==> config.mk <==
export PLATFORM = sky130hd
export DESIGN_NAME = buck_fault_supervisor
export DESIGN_NICKNAME = d
export VERILOG_FILES = /design/src/design/bfs_pkg.sv /design/src/design/bfs_delay_timer.sv /design/src/design/buck_fault_supervisor.sv
export SDC_FILE = /design/constraint.sdc
export NUM_CORES = 1
export LEC_CHECK = 0
export ABC_CLOCK_PERIOD_IN_PS = 4700
export BUFFER_PORTS_ARGS = -buffer_cell sky130_fd_sc_hd__buf_2
export CAP_MARGIN = 0
export CORE_UTILIZATION = 30
export DETAILED_ROUTE_END_ITERATION = 10
export PLACE_DENSITY_LB_ADDON = 0.1
export SLEW_MARGIN = 20
export SYNTH_ARGS = -nofsm -noshare
export SYNTH_HDL_FRONTEND = slang
export SYNTH_SLANG_ARGS = --single-unit
==> constraint.sdc <==
create_clock -name clock -period 4.7 [get_ports clock]
set_input_delay 0.94 -clock clock [delete_from_list [all_inputs] [get_ports clock]]
set_output_delay 0.94 -clock clock [all_outputs]
set_load 0.05 [all_outputs]
==> src/design/bfs_pkg.sv <==
// Package with constants and types for the buck fault supervisor.
package bfs_pkg;

  // ****************************************************************
  // Timing.
  // ****************************************************************
  localparam int unsigned CLK_MHZ          = 250;
  localparam int unsigned UV_DELAY_US      = 16;
  localparam int unsigned UV_DELAY_CYC     = UV_DELAY_US * CLK_MHZ;
  localparam int unsigned HICCUP_MS        = 56;
  localparam int unsigned HICCUP_CYC       = HICCUP_MS * 1000 * CLK_MHZ;
  localparam int unsigned PG_DELAY_MS      = 1;
  localparam int unsigned PG_DELAY_CYC     = PG_DELAY_MS * 1000 * CLK_MHZ;
  localparam int unsigned CNT_W            = 24;

  // ****************************************************************
  // Reset values.
  // ****************************************************************
  localparam logic        STRAP_HICCUP_RST = 1'b0;
  localparam logic        STRAP_SKIP_RST   = 1'b0;

  // ****************************************************************
  // Types.
  // ****************************************************************
  typedef enum logic [2:0] {
    ST_OFF     = 3'b000,
    ST_SOFT    = 3'b001,
    ST_RUN     = 3'b011,
    ST_OV_DIS  = 3'b010,
    ST_LATCH   = 3'b110,
    ST_SLEEP   = 3'b111,
    ST_PS_HOT  = 3'b101
  } bfs_state_type;

  typedef struct packed {
    logic high_side_on;
    logic low_side_on;
    logic switching;
  } bfs_gate_type;

  typedef struct packed {
    logic uv_cmp;
    logic ov_cmp;
    logic neg_lim;
    logic discharged;
    logic zero_cross;
    logic ps_hot;
    logic ctl_hot;
    logic pwr_in_ok;
  } bfs_sense_type;

endpackage : bfs_pkg

==> src/design/bfs_delay_timer.sv <==
// Restartable cycle counter that holds done high from the target count until run drops.
`timescale 1ns/1ps
module bfs_delay_timer
  import bfs_pkg::*;
#(
  parameter int unsigned TARGET = 16
) (
  input  wire logic clock,
  input  wire logic rst,
  input  wire logic run,
  output logic      done
);

  logic [CNT_W-1:0] count_reg;
  logic [CNT_W-1:0] count_next;
  logic             done_reg;
  logic             done_next;

  always_comb begin
    count_next = '0;
    done_next  = 1'b0;
    if (run) begin
      if (count_reg >= CNT_W'(TARGET - 1)) begin
        count_next = count_reg;
        done_next  = 1'b1;
      end else begin
        count_next = count_reg + CNT_W'(1);
      end
    end
  end

  always_ff @(posedge clock or posedge rst) begin
    if (rst) begin
      count_reg <= '0;
      done_reg  <= 1'b0;
    end else begin
      count_reg <= count_next;
      done_reg  <= done_next;
    end
  end

  assign done = done_reg;

endmodule : bfs_delay_timer

==> src/design/buck_fault_supervisor.sv <==
// Fault supervisor and start-up sequencer for a step-down power stage.
`timescale 1ns/1ps
// Notes on behaviour
// - Feedback at or below 600 mV starts the undervoltage qualification count.
// - After 16 us qualified undervoltage, apply strapped latch-off or hiccup.
// - Latch-off holds both switches off until supply cycle or enable toggle.
// - Hiccup sleeps 56 ms then restarts, with unlimited retries.
// - Undervoltage detection is ignored until soft-start completes.
// - Undervoltage recovery clears the count; next drop counts from zero.
// - Feedback at 950 mV forces high side off, low side on until limit.
// - At negative limit, low side off, high side on for one on-time.
// - While discharge is sensed, hold high side off and low side on.
// - Hiccup overvoltage still discharges; sleep counter starts at detection.
// - Overvoltage detection is ignored until soft-start completes.
// - Power stage overheat stops switching; cool-down restarts with soft-start.
// - Controller overheat stops switching and applies strapped response.
// - Power good high only in target; low when disabled or input low.
// - Power good enabled only after soft-start and a further 1 ms.
// - Forced continuous mode keeps continuous conduction at all loads.
// - Pulse-skip mode turns low side off at zero inductor current.
// - Discontinuous on-time stays equal to the continuous on-time.
// - Start works whichever of input supply and enable comes first.
// - Straps sampled once at power-up; enable toggling does not resample.
module buck_fault_supervisor
  import bfs_pkg::*;
#(
  parameter int unsigned HICCUP_CYCLES = HICCUP_CYC,
  parameter int unsigned PG_CYCLES     = PG_DELAY_CYC,
  parameter int unsigned UV_CYCLES     = UV_DELAY_CYC
) (
  input  wire logic          clock,
  input  wire logic          rst,
  input  wire logic          enable_pin,
  input  wire logic          strap_hiccup_pin,
  input  wire logic          strap_skip_pin,
  input  wire logic          soft_start_done,
  input  wire logic          on_time_done,
  input  wire logic          pwm_high_req,
  input  wire bfs_sense_type sense,
  output bfs_gate_type       gate,
  output logic               soft_start_go,
  output logic               pulse_skip_mode,
  output logic               power_good_out,
  output logic               power_good_oe_n,
  output logic               fault_latched
);

  // ****************************************************************
  // Input synchronisers.
  // ****************************************************************
  localparam int unsigned NSYNC = 11;
  logic [NSYNC-1:0] raw;
  logic [NSYNC-1:0] s1_reg;
  logic [NSYNC-1:0] s2_reg;

  assign raw = {enable_pin, strap_hiccup_pin, strap_skip_pin,
                soft_start_done, on_time_done, pwm_high_req,
                sense.uv_cmp, sense.ov_cmp, sense.neg_lim,
                sense.ps_hot, sense.ctl_hot};

  always_ff @(posedge clock or posedge rst) begin
    if (rst) begin
      s1_reg <= '0;
      s2_reg <= '0;
    end else begin
      s1_reg <= raw;
      s2_reg <= s1_reg;
    end
  end

  logic en_s, hic_s, skip_s, ss_done_s, ton_done_s, pwm_s;
  logic uv_s, ov_s, neg_s, ps_hot_s, ctl_hot_s;
  logic [2:0] misc_s1_reg;
  logic [2:0] misc_s2_reg;
  logic       dis_s, zc_s, pin_ok_s;

  assign {en_s, hic_s, skip_s, ss_done_s, ton_done_s, pwm_s,
          uv_s, ov_s, neg_s, ps_hot_s, ctl_hot_s} = s2_reg;

  always_ff @(posedge clock or posedge rst) begin
    if (rst) begin
      misc_s1_reg <= '0;
      misc_s2_reg <= '0;
    end else begin
      misc_s1_reg <= {sense.discharged, sense.zero_cross, sense.pwr_in_ok};
      misc_s2_reg <= misc_s1_reg;
    end
  end

  assign {dis_s, zc_s, pin_ok_s} = misc_s2_reg;

  // ****************************************************************
  // Strap capture, once after reset release.
  // ****************************************************************
  logic strap_done_reg, strap_done_next;
  logic strap_hic_reg, strap_hic_next;
  logic strap_skip_reg, strap_skip_next;
  logic [1:0] strap_wait_reg, strap_wait_next;

  always_comb begin
    strap_done_next = strap_done_reg;
    strap_hic_next  = strap_hic_reg;
    strap_skip_next = strap_skip_reg;
    strap_wait_next = strap_wait_reg;
    if (!strap_done_reg) begin
      if (strap_wait_reg == 2'h3) begin
        strap_done_next = 1'b1;
        strap_hic_next  = hic_s;
        strap_skip_next = skip_s;
      end else begin
        strap_wait_next = strap_wait_reg + 2'h1;
      end
    end
  end

  always_ff @(posedge clock or posedge rst) begin
    if (rst) begin
      strap_done_reg <= 1'b0;
      strap_hic_reg  <= STRAP_HICCUP_RST;
      strap_skip_reg <= STRAP_SKIP_RST;
      strap_wait_reg <= 2'h0;
    end else begin
      strap_done_reg <= strap_done_next;
      strap_hic_reg  <= strap_hic_next;
      strap_skip_reg <= strap_skip_next;
      strap_wait_reg <= strap_wait_next;
    end
  end

  // ****************************************************************
  // Timers.
  // ****************************************************************
  bfs_state_type state_reg, state_next;
  logic uv_run, uv_done, sleep_run, sleep_done, pg_run, pg_done;
  logic armed;

  assign armed  = (state_reg == ST_RUN);
  assign uv_run = armed && uv_s;

  bfs_delay_timer #(.TARGET(UV_CYCLES)) u_uv_timer (
    .clock (clock),
    .rst   (rst),
    .run   (uv_run),
    .done  (uv_done)
  );

  bfs_delay_timer #(.TARGET(HICCUP_CYCLES)) u_sleep_timer (
    .clock (clock),
    .rst   (rst),
    .run   (sleep_run),
    .done  (sleep_done)
  );

  assign pg_run = armed && pin_ok_s;

  bfs_delay_timer #(.TARGET(PG_CYCLES)) u_pg_timer (
    .clock (clock),
    .rst   (rst),
    .run   (pg_run),
    .done  (pg_done)
  );

  // ****************************************************************
  // Sequencer.
  // ****************************************************************
  logic ov_hiccup_reg, ov_hiccup_next;
  logic hs_reg, hs_next;
  logic ls_reg, ls_next;
  logic sw_reg, sw_next;
  logic pg_reg, pg_next;
  logic go;

  assign go = en_s && pin_ok_s && strap_done_reg;
  assign sleep_run = (state_reg == ST_SLEEP) ||
                     (state_reg == ST_OV_DIS && ov_hiccup_reg);

  always_comb begin
    state_next     = state_reg;
    ov_hiccup_next = ov_hiccup_reg;
    if (!go) begin
      state_next     = ST_OFF;
      ov_hiccup_next = 1'b0;
    end else begin
      case (state_reg)
        ST_OFF: begin
          state_next = ST_SOFT;
        end
        ST_SOFT: begin
          if (ps_hot_s) begin
            state_next = ST_PS_HOT;
          end else if (ctl_hot_s) begin
            state_next = strap_hic_reg ? ST_SLEEP : ST_LATCH;
          end else if (ss_done_s) begin
            state_next = ST_RUN;
          end
        end
        ST_RUN: begin
          if (ov_s) begin
            state_next     = ST_OV_DIS;
            ov_hiccup_next = strap_hic_reg;
          end else if (ps_hot_s) begin
            state_next = ST_PS_HOT;
          end else if (ctl_hot_s || uv_done) begin
            state_next = strap_hic_reg ? ST_SLEEP : ST_LATCH;
          end
        end
        ST_OV_DIS: begin
          if (ov_hiccup_reg && sleep_done) begin
            state_next     = ST_SOFT;
            ov_hiccup_next = 1'b0;
          end
        end
        ST_SLEEP: begin
          if (sleep_done) begin
            state_next = ST_SOFT;
          end
        end
        ST_PS_HOT: begin
          if (!ps_hot_s) begin
            state_next = ST_SOFT;
          end
        end
        ST_LATCH: begin
          state_next = ST_LATCH;
        end
        default: begin
          state_next = ST_OFF;
        end
      endcase
    end
  end

  // Gate drive, mode and power good.
  always_comb begin
    hs_next = 1'b0;
    ls_next = 1'b0;
    sw_next = 1'b0;
    pg_next = 1'b0;
    case (state_next)
      ST_SOFT, ST_RUN: begin
        sw_next = 1'b1;
        hs_next = pwm_s;
        ls_next = !pwm_s;
        if (strap_skip_reg && zc_s && !pwm_s) begin
          ls_next = 1'b0;
        end
      end
      ST_OV_DIS: begin
        if (dis_s) begin
          ls_next = 1'b1;
        end else if (hs_reg && state_reg == ST_OV_DIS) begin
          hs_next = !ton_done_s;
          ls_next = ton_done_s;
        end else if (neg_s) begin
          hs_next = 1'b1;
        end else begin
          ls_next = 1'b1;
        end
      end
      default: begin
        hs_next = 1'b0;
        ls_next = 1'b0;
      end
    endcase
    if (state_reg == ST_RUN && state_next == ST_RUN && pg_done &&
        !uv_s && !ov_s) begin
      pg_next = 1'b1;
    end
  end

  always_ff @(posedge clock or posedge rst) begin
    if (rst) begin
      state_reg     <= ST_OFF;
      ov_hiccup_reg <= 1'b0;
      hs_reg        <= 1'b0;
      ls_reg        <= 1'b0;
      sw_reg        <= 1'b0;
      pg_reg        <= 1'b0;
    end else begin
      state_reg     <= state_next;
      ov_hiccup_reg <= ov_hiccup_next;
      hs_reg        <= hs_next;
      ls_reg        <= ls_next;
      sw_reg        <= sw_next;
      pg_reg        <= pg_next;
    end
  end

  assign gate.high_side_on = hs_reg;
  assign gate.low_side_on  = ls_reg;
  assign gate.switching    = sw_reg;
  assign soft_start_go     = (state_reg == ST_SOFT);
  assign pulse_skip_mode   = strap_skip_reg;
  assign power_good_out    = 1'b0;
  assign power_good_oe_n   = pg_reg;
  assign fault_latched     = (state_reg == ST_LATCH);

  // ****************************************************************
  // Assertions.
  // ****************************************************************
  property p_latch_off;
    @(posedge clock) disable iff (rst)
      (state_reg == ST_LATCH) |=> (!hs_reg && !ls_reg);
  endproperty
  a_latch_off: assert property (p_latch_off)
    else $error("Latch-off state drives a switch.");

  property p_ov_hs_off;
    @(posedge clock) disable iff (rst)
      (state_reg == ST_RUN && ov_s && go) |=> !hs_reg;
  endproperty
  a_ov_hs_off: assert property (p_ov_hs_off)
    else $error("High side not forced off on overvoltage.");

  property p_no_uv_soft;
    @(posedge clock) disable iff (rst)
      (state_reg == ST_SOFT && uv_s) |-> (!uv_run && !uv_done);
  endproperty
  a_no_uv_soft: assert property (p_no_uv_soft)
    else $error("Undervoltage counted during soft-start.");

  property p_no_ov_soft;
    @(posedge clock) disable iff (rst)
      (state_reg == ST_SOFT && go && !ps_hot_s && !ctl_hot_s)
        |=> state_reg != ST_OV_DIS;
  endproperty
  a_no_ov_soft: assert property (p_no_ov_soft)
    else $error("Overvoltage acted on during soft-start.");

  property p_pg_low_off;
    @(posedge clock) disable iff (rst)
      (!en_s || !pin_ok_s) |=> !pg_reg;
  endproperty
  a_pg_low_off: assert property (p_pg_low_off)
    else $error("Power good high while disabled.");

  property p_pg_needs_run;
    @(posedge clock) disable iff (rst)
      pg_reg |-> (state_reg == ST_RUN && $past(pg_done));
  endproperty
  a_pg_needs_run: assert property (p_pg_needs_run)
    else $error("Power good before delay expired.");

  property p_uv_fault;
    @(posedge clock) disable iff (rst)
      (state_reg == ST_RUN && uv_done && go && !ov_s && !ps_hot_s)
        |=> (state_reg == ST_LATCH || state_reg == ST_SLEEP);
  endproperty
  a_uv_fault: assert property (p_uv_fault)
    else $error("Qualified undervoltage not acted on.");

  property p_sleep_restart;
    @(posedge clock) disable iff (rst)
      (state_reg == ST_SLEEP && sleep_done && go) |=> state_reg == ST_SOFT;
  endproperty
  a_sleep_restart: assert property (p_sleep_restart)
    else $error("Hiccup did not restart with soft-start.");

  property p_strap_hold;
    @(posedge clock) disable iff (rst)
      strap_done_reg |=> $stable(strap_hic_reg) && $stable(strap_skip_reg);
  endproperty
  a_strap_hold: assert property (p_strap_hold)
    else $error("Strap changed after capture.");

  c_latch: cover property (@(posedge clock) state_reg == ST_LATCH);
  c_sleep: cover property (@(posedge clock) state_reg == ST_SLEEP);
  c_ovdis: cover property (@(posedge clock) state_reg == ST_OV_DIS);
  c_pg:    cover property (@(posedge clock) pg_reg);

endmodule : buck_fault_supervisor

==> flow_summary_export.csv, run 1 <==
group,metric,value,unit
cells_and_area,layout_commonest_cell,"dfrtp_1",
cells_and_area,antenna_cells,0,
logic_synthesis,avgSynthCellArea,10.63,um2
logic_synthesis,synth_ff_type,"dfrtp_1",
sta,timing.final.ws_setup,2.196,ns
global_route,antenna_found_initial,0,
sta,setup_tns,0,ns
die,die_height,133.7,um
min_path,min_path_type,"flip-flop to flip-flop",
logic_synthesis,netlist_area,5200,um2
logic_synthesis,synth_enable_flop_cells,0,
sta,maxSlewViolCount,0,
cts,ctsHoldBuffers,0,
drt,first_iter_violations,249,
global_route,overflow,0,
logic_synthesis,ys_async_sr_fraction,100.0,%
worst_setup_path,cp_data_required_time,3.76,ns
power_and_ir_drop,power_leakage,0.002697,uW
die,ios,24,
cts,postCtsSetupRepairBufs,0,
cells_and_area,multi_input_area,2131,um2
logic_synthesis,ys_ff_latch,116,
cts,cts-buffers-inserted,17,
cells_and_area,finalNonFillerCells,741,
power_and_ir_drop,p_per_area,403.6,nW/um2
cts,cts.path.max_buffers,2,
worst_setup_path,worstPathMaxFanout,14,
sta,hold_viol,0,
cells_and_area,regArea,2903,um2
sta,relSlewSlack,38.44,%
die,initial_core_util,31.03,%
sta,skew,0.007292,ns
drt,via_per_inst,5.111,
global_route,grt_pass1_vias,3658,
drt,dr.pass1.iters,4,
logic_synthesis,synth-seq-area-share,55.82,%
placed_design,io_buffer_count,22,
cells_and_area,mostFrequentLayoutCells,"dfrtp_1, nor2_1, nand2_1, a21oi_1, and3_1",
sta,tightest_slew,0.9118,ns
placed_design,routabilityCongestion,0.7752,
cells_and_area,nets,528,
flow_run,max_cap_violations,0,
cts,clock-root-buffer,"clkbuf_16",
die,dieArea,17860,um2
cells_and_area,fill_cells,1652,
logic_synthesis,synth_top_cell_area_share,55.82,%
cts,cts_tree,"yes",
worst_setup_path,startpoint_type,"flip-flop",
cts,h-tree-depth,4,
drt,num_vias,3787,
cells_and_area,syn2layout_area_growth,18.05,%
logic_synthesis,syn_nets,509,
worst_setup_path,path_class,"flip-flop to output pin",
worst_setup_path,cp-end-kind,"output pin",
placed_design,post-dp-hpwl,6954,um
outcome,outcome,"complete, no violations",
cells_and_area,drive_gt1_share,14.01,%
logic_synthesis,yosys_warnings,0,
power_and_ir_drop,peakVddDrop,0.2759,mV
sta,timing.final.crit_share,53.27,%
logic_synthesis,synth_cell_types,59,
cts,path_clk_slew,0.05,ns
die,die_w,133.7,um
placed_design,post-place-ws,2.243,ns
cts,clock_sinks,116,
drt,finalWirelength,10750,um
drt,drc,0,
die,core,16760,um2
cts,insertion_delay,0.41,ns
sta,finalSetupViolations,0,
global_route,grt_first_pass_wirelength,18370,um
sta,max_freq,399.4,MHz
drt,wire_per_inst,14.51,um
cts,cts_resized,0,
global_route,grt_max_degree,56,
sta,min_period,2.504,ns
die,rows,47,
drt,drtAntennaViolNets,0,
logic_synthesis,yosys-top-cells-area,"dfrtp_1, and3_1, a21oi_1, nor2_1, nand3_1",
sta,grt_setup_unrepaired,"no",
placed_design,dp.cells,709,
logic_synthesis,synth_top_cell_by_area,"dfrtp_1",
worst_setup_path,arrival,1.56,ns
global_route,grt_usage,13.12,%
logic_synthesis,synth_cells,489,
final timing paths:
check                          startpoint  slack, ns                 endpoint  depth (start not counted)
min in group asynchronous             rst       0.66  u_pg_timer.count_reg[1]                          2
max                          state_reg[0]       2.20            soft_start_go                          3
min reg2reg                misc_s1_reg[2]       0.34           misc_s2_reg[2]                          0
max in group asynchronous             rst       3.14  u_uv_timer.count_reg[7]                          3
max reg2reg                  state_reg[0]       2.26  u_uv_timer.count_reg[5]                          4
min                        misc_s1_reg[2]       0.34           misc_s2_reg[2]                          0
cell usage after synthesis, drive strengths merged (5+ instances only):
cell type	instances
dfrtp	116
nor2	38
nand2	34
a21oi	31
and3	29
nand3	28
nand4	16
clkbuf	14
xnor2	14
buf	13
and4	12
or4	11
inv	9
nor3	9
o21ai	9
o31ai	9
nor4	8
or3	8
a21o	6
o211ai	6
and2	5
mux2i	5
nand2b	5
power by group:
part / switching, uW / internal (uW) / leakage [uW]
registers: 11.5 / 1010 / 0.00153
clock network: 443 / 954 / 0.000319
logic: 39.7 / 13.7 / 0.000845
total: 495 / 1980 / 0.00270
worst max-delay path, stage by stage (launching register included):
cell	delay (ns)
dfrtp_1	0.57
nand2b_1	0.13
nor2_1	0.16
buf_2	0.29
per-stage QoR:
step                hold WS, ns  util (%)  cell area [um2]  power [uW]
CTS                      0.3468     36.63             6138        2516
detailed placement       0.3347     32.77             5493        1099
global placement         0.3322     32.77             5493        1099
floorplan                0.3312         -             5200        1079
finish                   0.3444     36.63             6138        2477
global route             0.3508     36.63             6138        2566
logic make-up (layout without fill, tap and decap cells):
group	Yosys count	count (layout)	share of synthesized area (%)
simple gates	218	218	23.63
flops	116	116	55.82
compound gates	89	89	11.84
buf+inv	36	68	3.200
xor+xnor	17	17	2.863
mux	8	8	1.612
fa+ha+maj	4	4	0.9625
other cells	1	1	0.07212
area by class of cell:
class | instances | share of cell area, %
inverter | 9 | 0.5911
tap | 220 | 4.484
clock buffer | 23 | 8.113
clock inverter | 9 | 2.405
multi-input combinational | 337 | 34.71
timing repair buffer | 27 | 2.405
sequential | 116 | 47.29
per-layer routing:
metal	track usage (%)	wire length (um)	vias up
met5	0	0	-
met4	5.934	182	0
met3	3.805	315	14
met2	19.21	4963	52
li1	-	-	1848
met1	17.87	5291	1873
Note: power is estimated with default switching activity, not from simulation.
==> run 2, diff against run 1 <==
- ABC_AREA: unset -> 1
- ABC_CLOCK_PERIOD_IN_PS: 4700 -> 2200
- clock period: 4.7 -> 2.2 ns (I/O delays scaled with it)
==> flow_summary_export.csv, run 2 <==
group,metric,value,unit
outcome,outcome,"complete, no violations",
placed_design,routabilityCongestion,0.8412,
global_route,grt_usage,14.60,%
sta,relSlewSlack,46.25,%
logic_synthesis,yosys-top-cells-area,"dfrtp_1, nand2_1, nor2_1, inv_1, nand3_1",
worst_setup_path,crit_top_cell,"nor2_1",
worst_setup_path,cp_slowest_cell,"nor2_1",
die,ios,24,
sta,tightest_slew,0.8033,ns
logic_synthesis,synth-xor-area-share,4.198,%
cts,cts-buffers-inserted,17,
drt,via_per_inst,4.427,
placed_design,post-dp-hpwl,9088,um
cts,ctsHoldBuffers,0,
sta,finalSetupViolations,0,
sta,timing.final.ws_setup,0.1430,ns
worst_setup_path,cp-end-kind,"flip-flop",
drt,dr.pass1.iters,5,
cells_and_area,mostFrequentLayoutCells,"nand2_1, nor2_1, dfrtp_1, inv_1, nand3_1",
sta,setup_tns,0,ns
cells_and_area,finalNonFillerCells,1063,
sta,skew,0.01044,ns
flow_run,max_cap_violations,0,
worst_setup_path,slowest_delay,0.62,ns
global_route,antenna_found_initial,0,
global_route,grt_max_degree,117,
drt,first_iter_violations,349,
sta,grt_setup_unrepaired,"no",
power_and_ir_drop,p_per_area,759.4,nW/um2
logic_synthesis,synthAdderAreaFrac,0.8567,%
cts,insertion_delay,0.42,ns
logic_synthesis,synth_cells,758,
logic_synthesis,synth-compound-area-share,3.256,%
placed_design,dp.cells,1031,
logic_synthesis,synth_ff_type,"dfrtp_1",
global_route,overflow,0,
logic_synthesis,synth_top_family_by_area,"simple AND/OR/NAND/NOR gates",
cts,postCtsSetupRepairBufs,0,
die,initial_core_util,30.92,%
logic_synthesis,synth_enable_flop_cells,0,
logic_synthesis,synth_simple_gate_area_share,34.25,%
logic_synthesis,synth_commonest_cells,"nand2_1, nor2_1, dfrtp_1",
drt,num_vias,4706,
min_path,min_path_type,"input port to flip-flop",
drt,drtAntennaViolNets,0,
worst_setup_path,crit_buf_inv,1,
sta,max_freq,486.2,MHz
drt,wire_per_inst,12.35,um
worst_setup_path,cp_data_required_time,2.55,ns
drt,drc,0,
cts,clock-root-buffer,"clkbuf_16",
placed_design,post-place-ws,0.1671,ns
sta,timing.final.crit_share,93.50,%
cts,clock_sinks,116,
sta,maxSlewViolCount,0,
worst_setup_path,path_class,"flip-flop to flip-flop",
logic_synthesis,synth-seq-area-share,49.69,%
sta,min_period,2.057,ns
die,core,18890,um2
global_route,grt_first_pass_wirelength,23050,um
cts,path_clk_slew,0.06,ns
die,dieArea,20040,um2
sta,hold_viol,0,
logic_synthesis,ys_async_sr_fraction,100.0,%
cells_and_area,antenna_cells,0,
global_route,grt_pass1_vias,4697,
worst_setup_path,cp_cell_sequence,"ha_1, nand3_1, nand2_1, inv_1, nor2_1, nor2_1, o21ai_0, nor2_1",
logic_synthesis,yosysMostFrequentCell,"nand2_1",
power_and_ir_drop,power,5237,uW
cells_and_area,syn2layout_area_growth,18.06,%
drt,finalWirelength,13120,um
cts,h-tree-depth,4,
cells_and_area,nets,810,
cts,cts.path.max_buffers,2,
logic_synthesis,ys_ff_latch,116,
logic_synthesis,synth_cell_types,34,
die,die_w,141.5,um
die,rows,50,
cts,cts_tree,"yes",
power_and_ir_drop,power_leakage,0.003247,uW
logic_synthesis,synth_top_cell_area_share,49.69,%
logic_synthesis,syn_nets,778,
logic_synthesis,synth_top_cell_by_area,"dfrtp_1",
worst_setup_path,arrival,2.41,ns
power_and_ir_drop,peakVddDrop,0.4407,mV
worst_setup_path,worstPathMaxFanout,11,
logic_synthesis,netlist_area,5842,um2
logic_synthesis,synth_mux_area_share,0.1928,%
cells_and_area,drive_gt1_share,11.46,%
worst_setup_path,startpoint_type,"flip-flop",
die,die_height,141.5,um
cells_and_area,layout_commonest_cell,"nand2_1",
worst_setup_path,cpLargestDelayFamily,"simple AND/OR/NAND/NOR gates",
placed_design,io_buffer_count,22,
logic_synthesis,yosys_warnings,0,
logic_synthesis,avgSynthCellArea,7.707,um2
-- run 2: what timing repair did --
action / in CTS / in global routing
gates resized for setup: 0 / 2
endpoints found under the setup margin: 0 / 16
hold endpoints to repair: 0 / 0
-- run 2: stage by stage --
stage / area (um2) / hold WS, ns / util, %
floorplan: 5846 / 0.3312 / -
global placement: 6261 / 0.3333 / 33.14
detailed placement: 6261 / 0.3358 / 33.14
CTS: 6887 / 0.1060 / 36.45
global route: 6897 / 0.09907 / 36.50
finish: 6897 / 0.1281 / 36.50
-- run 2: path summary, 6_finish.rpt --
| kind | startpoint | to | cells after the start | slack, ns |
|---|---|---|---|---|
| min | pwm_high_req | s1_reg[5] | 1 | 0.13 |
| max | u_pg_timer.count_reg[0] | u_pg_timer.count_reg[1] | 8 | 0.14 |
| min in group asynchronous | rst | u_pg_timer.count_reg[0] | 3 | 0.17 |
| max in group asynchronous | rst | state_reg[2] | 3 | 1.52 |
| min reg2reg | s1_reg[10] | s2_reg[10] | 0 | 0.35 |
| max reg2reg | u_pg_timer.count_reg[0] | u_pg_timer.count_reg[1] | 8 | 0.14 |
-- run 2: worst reg2reg max path, cell delays in order, from the launching register on --
cell and delay (ns):
dfrtp_1 0.42, ha_1 0.27, nand3_1 0.19, nand2_1 0.10, inv_1 0.06, nor2_1 0.04, nor2_1 0.62, o21ai_0 0.17
nor2_1 0.12
-- run 2: cell type report --
class	count	area [um2]
timing repair buffer	32	197.7
tap	260	325.3
fill	1963	12000
inverter	88	334.1
sequential	116	2903
clock inverter	13	172.7
multi-input combinational	535	2511
clock buffer	19	452.9
-- run 2: cell families after synthesis --
family / count (synthesis)
simple gates: 468
xor+xnor: 28
other cells: 1
mux: 1
buf+inv: 107
flops: 116
compound gates: 33
fa+ha+maj: 4
-- run 2: where the power goes --
group | internal, uW | leakage [uW] | switching, uW
sequential | 2170 | 0.00153 | 18.2
combinational | 31.0 | 0.00142 | 99.6
clock | 1860 | 0.000293 | 1070
-- run 2: metal layers --
metal	track usage [%]	wire [um]	vias up
li1	-	-	2431
met1	19.50	6566	2189
met2	22.19	5894	75
met3	4.185	514	11
met4	5.829	148	0
met5	0	0	-
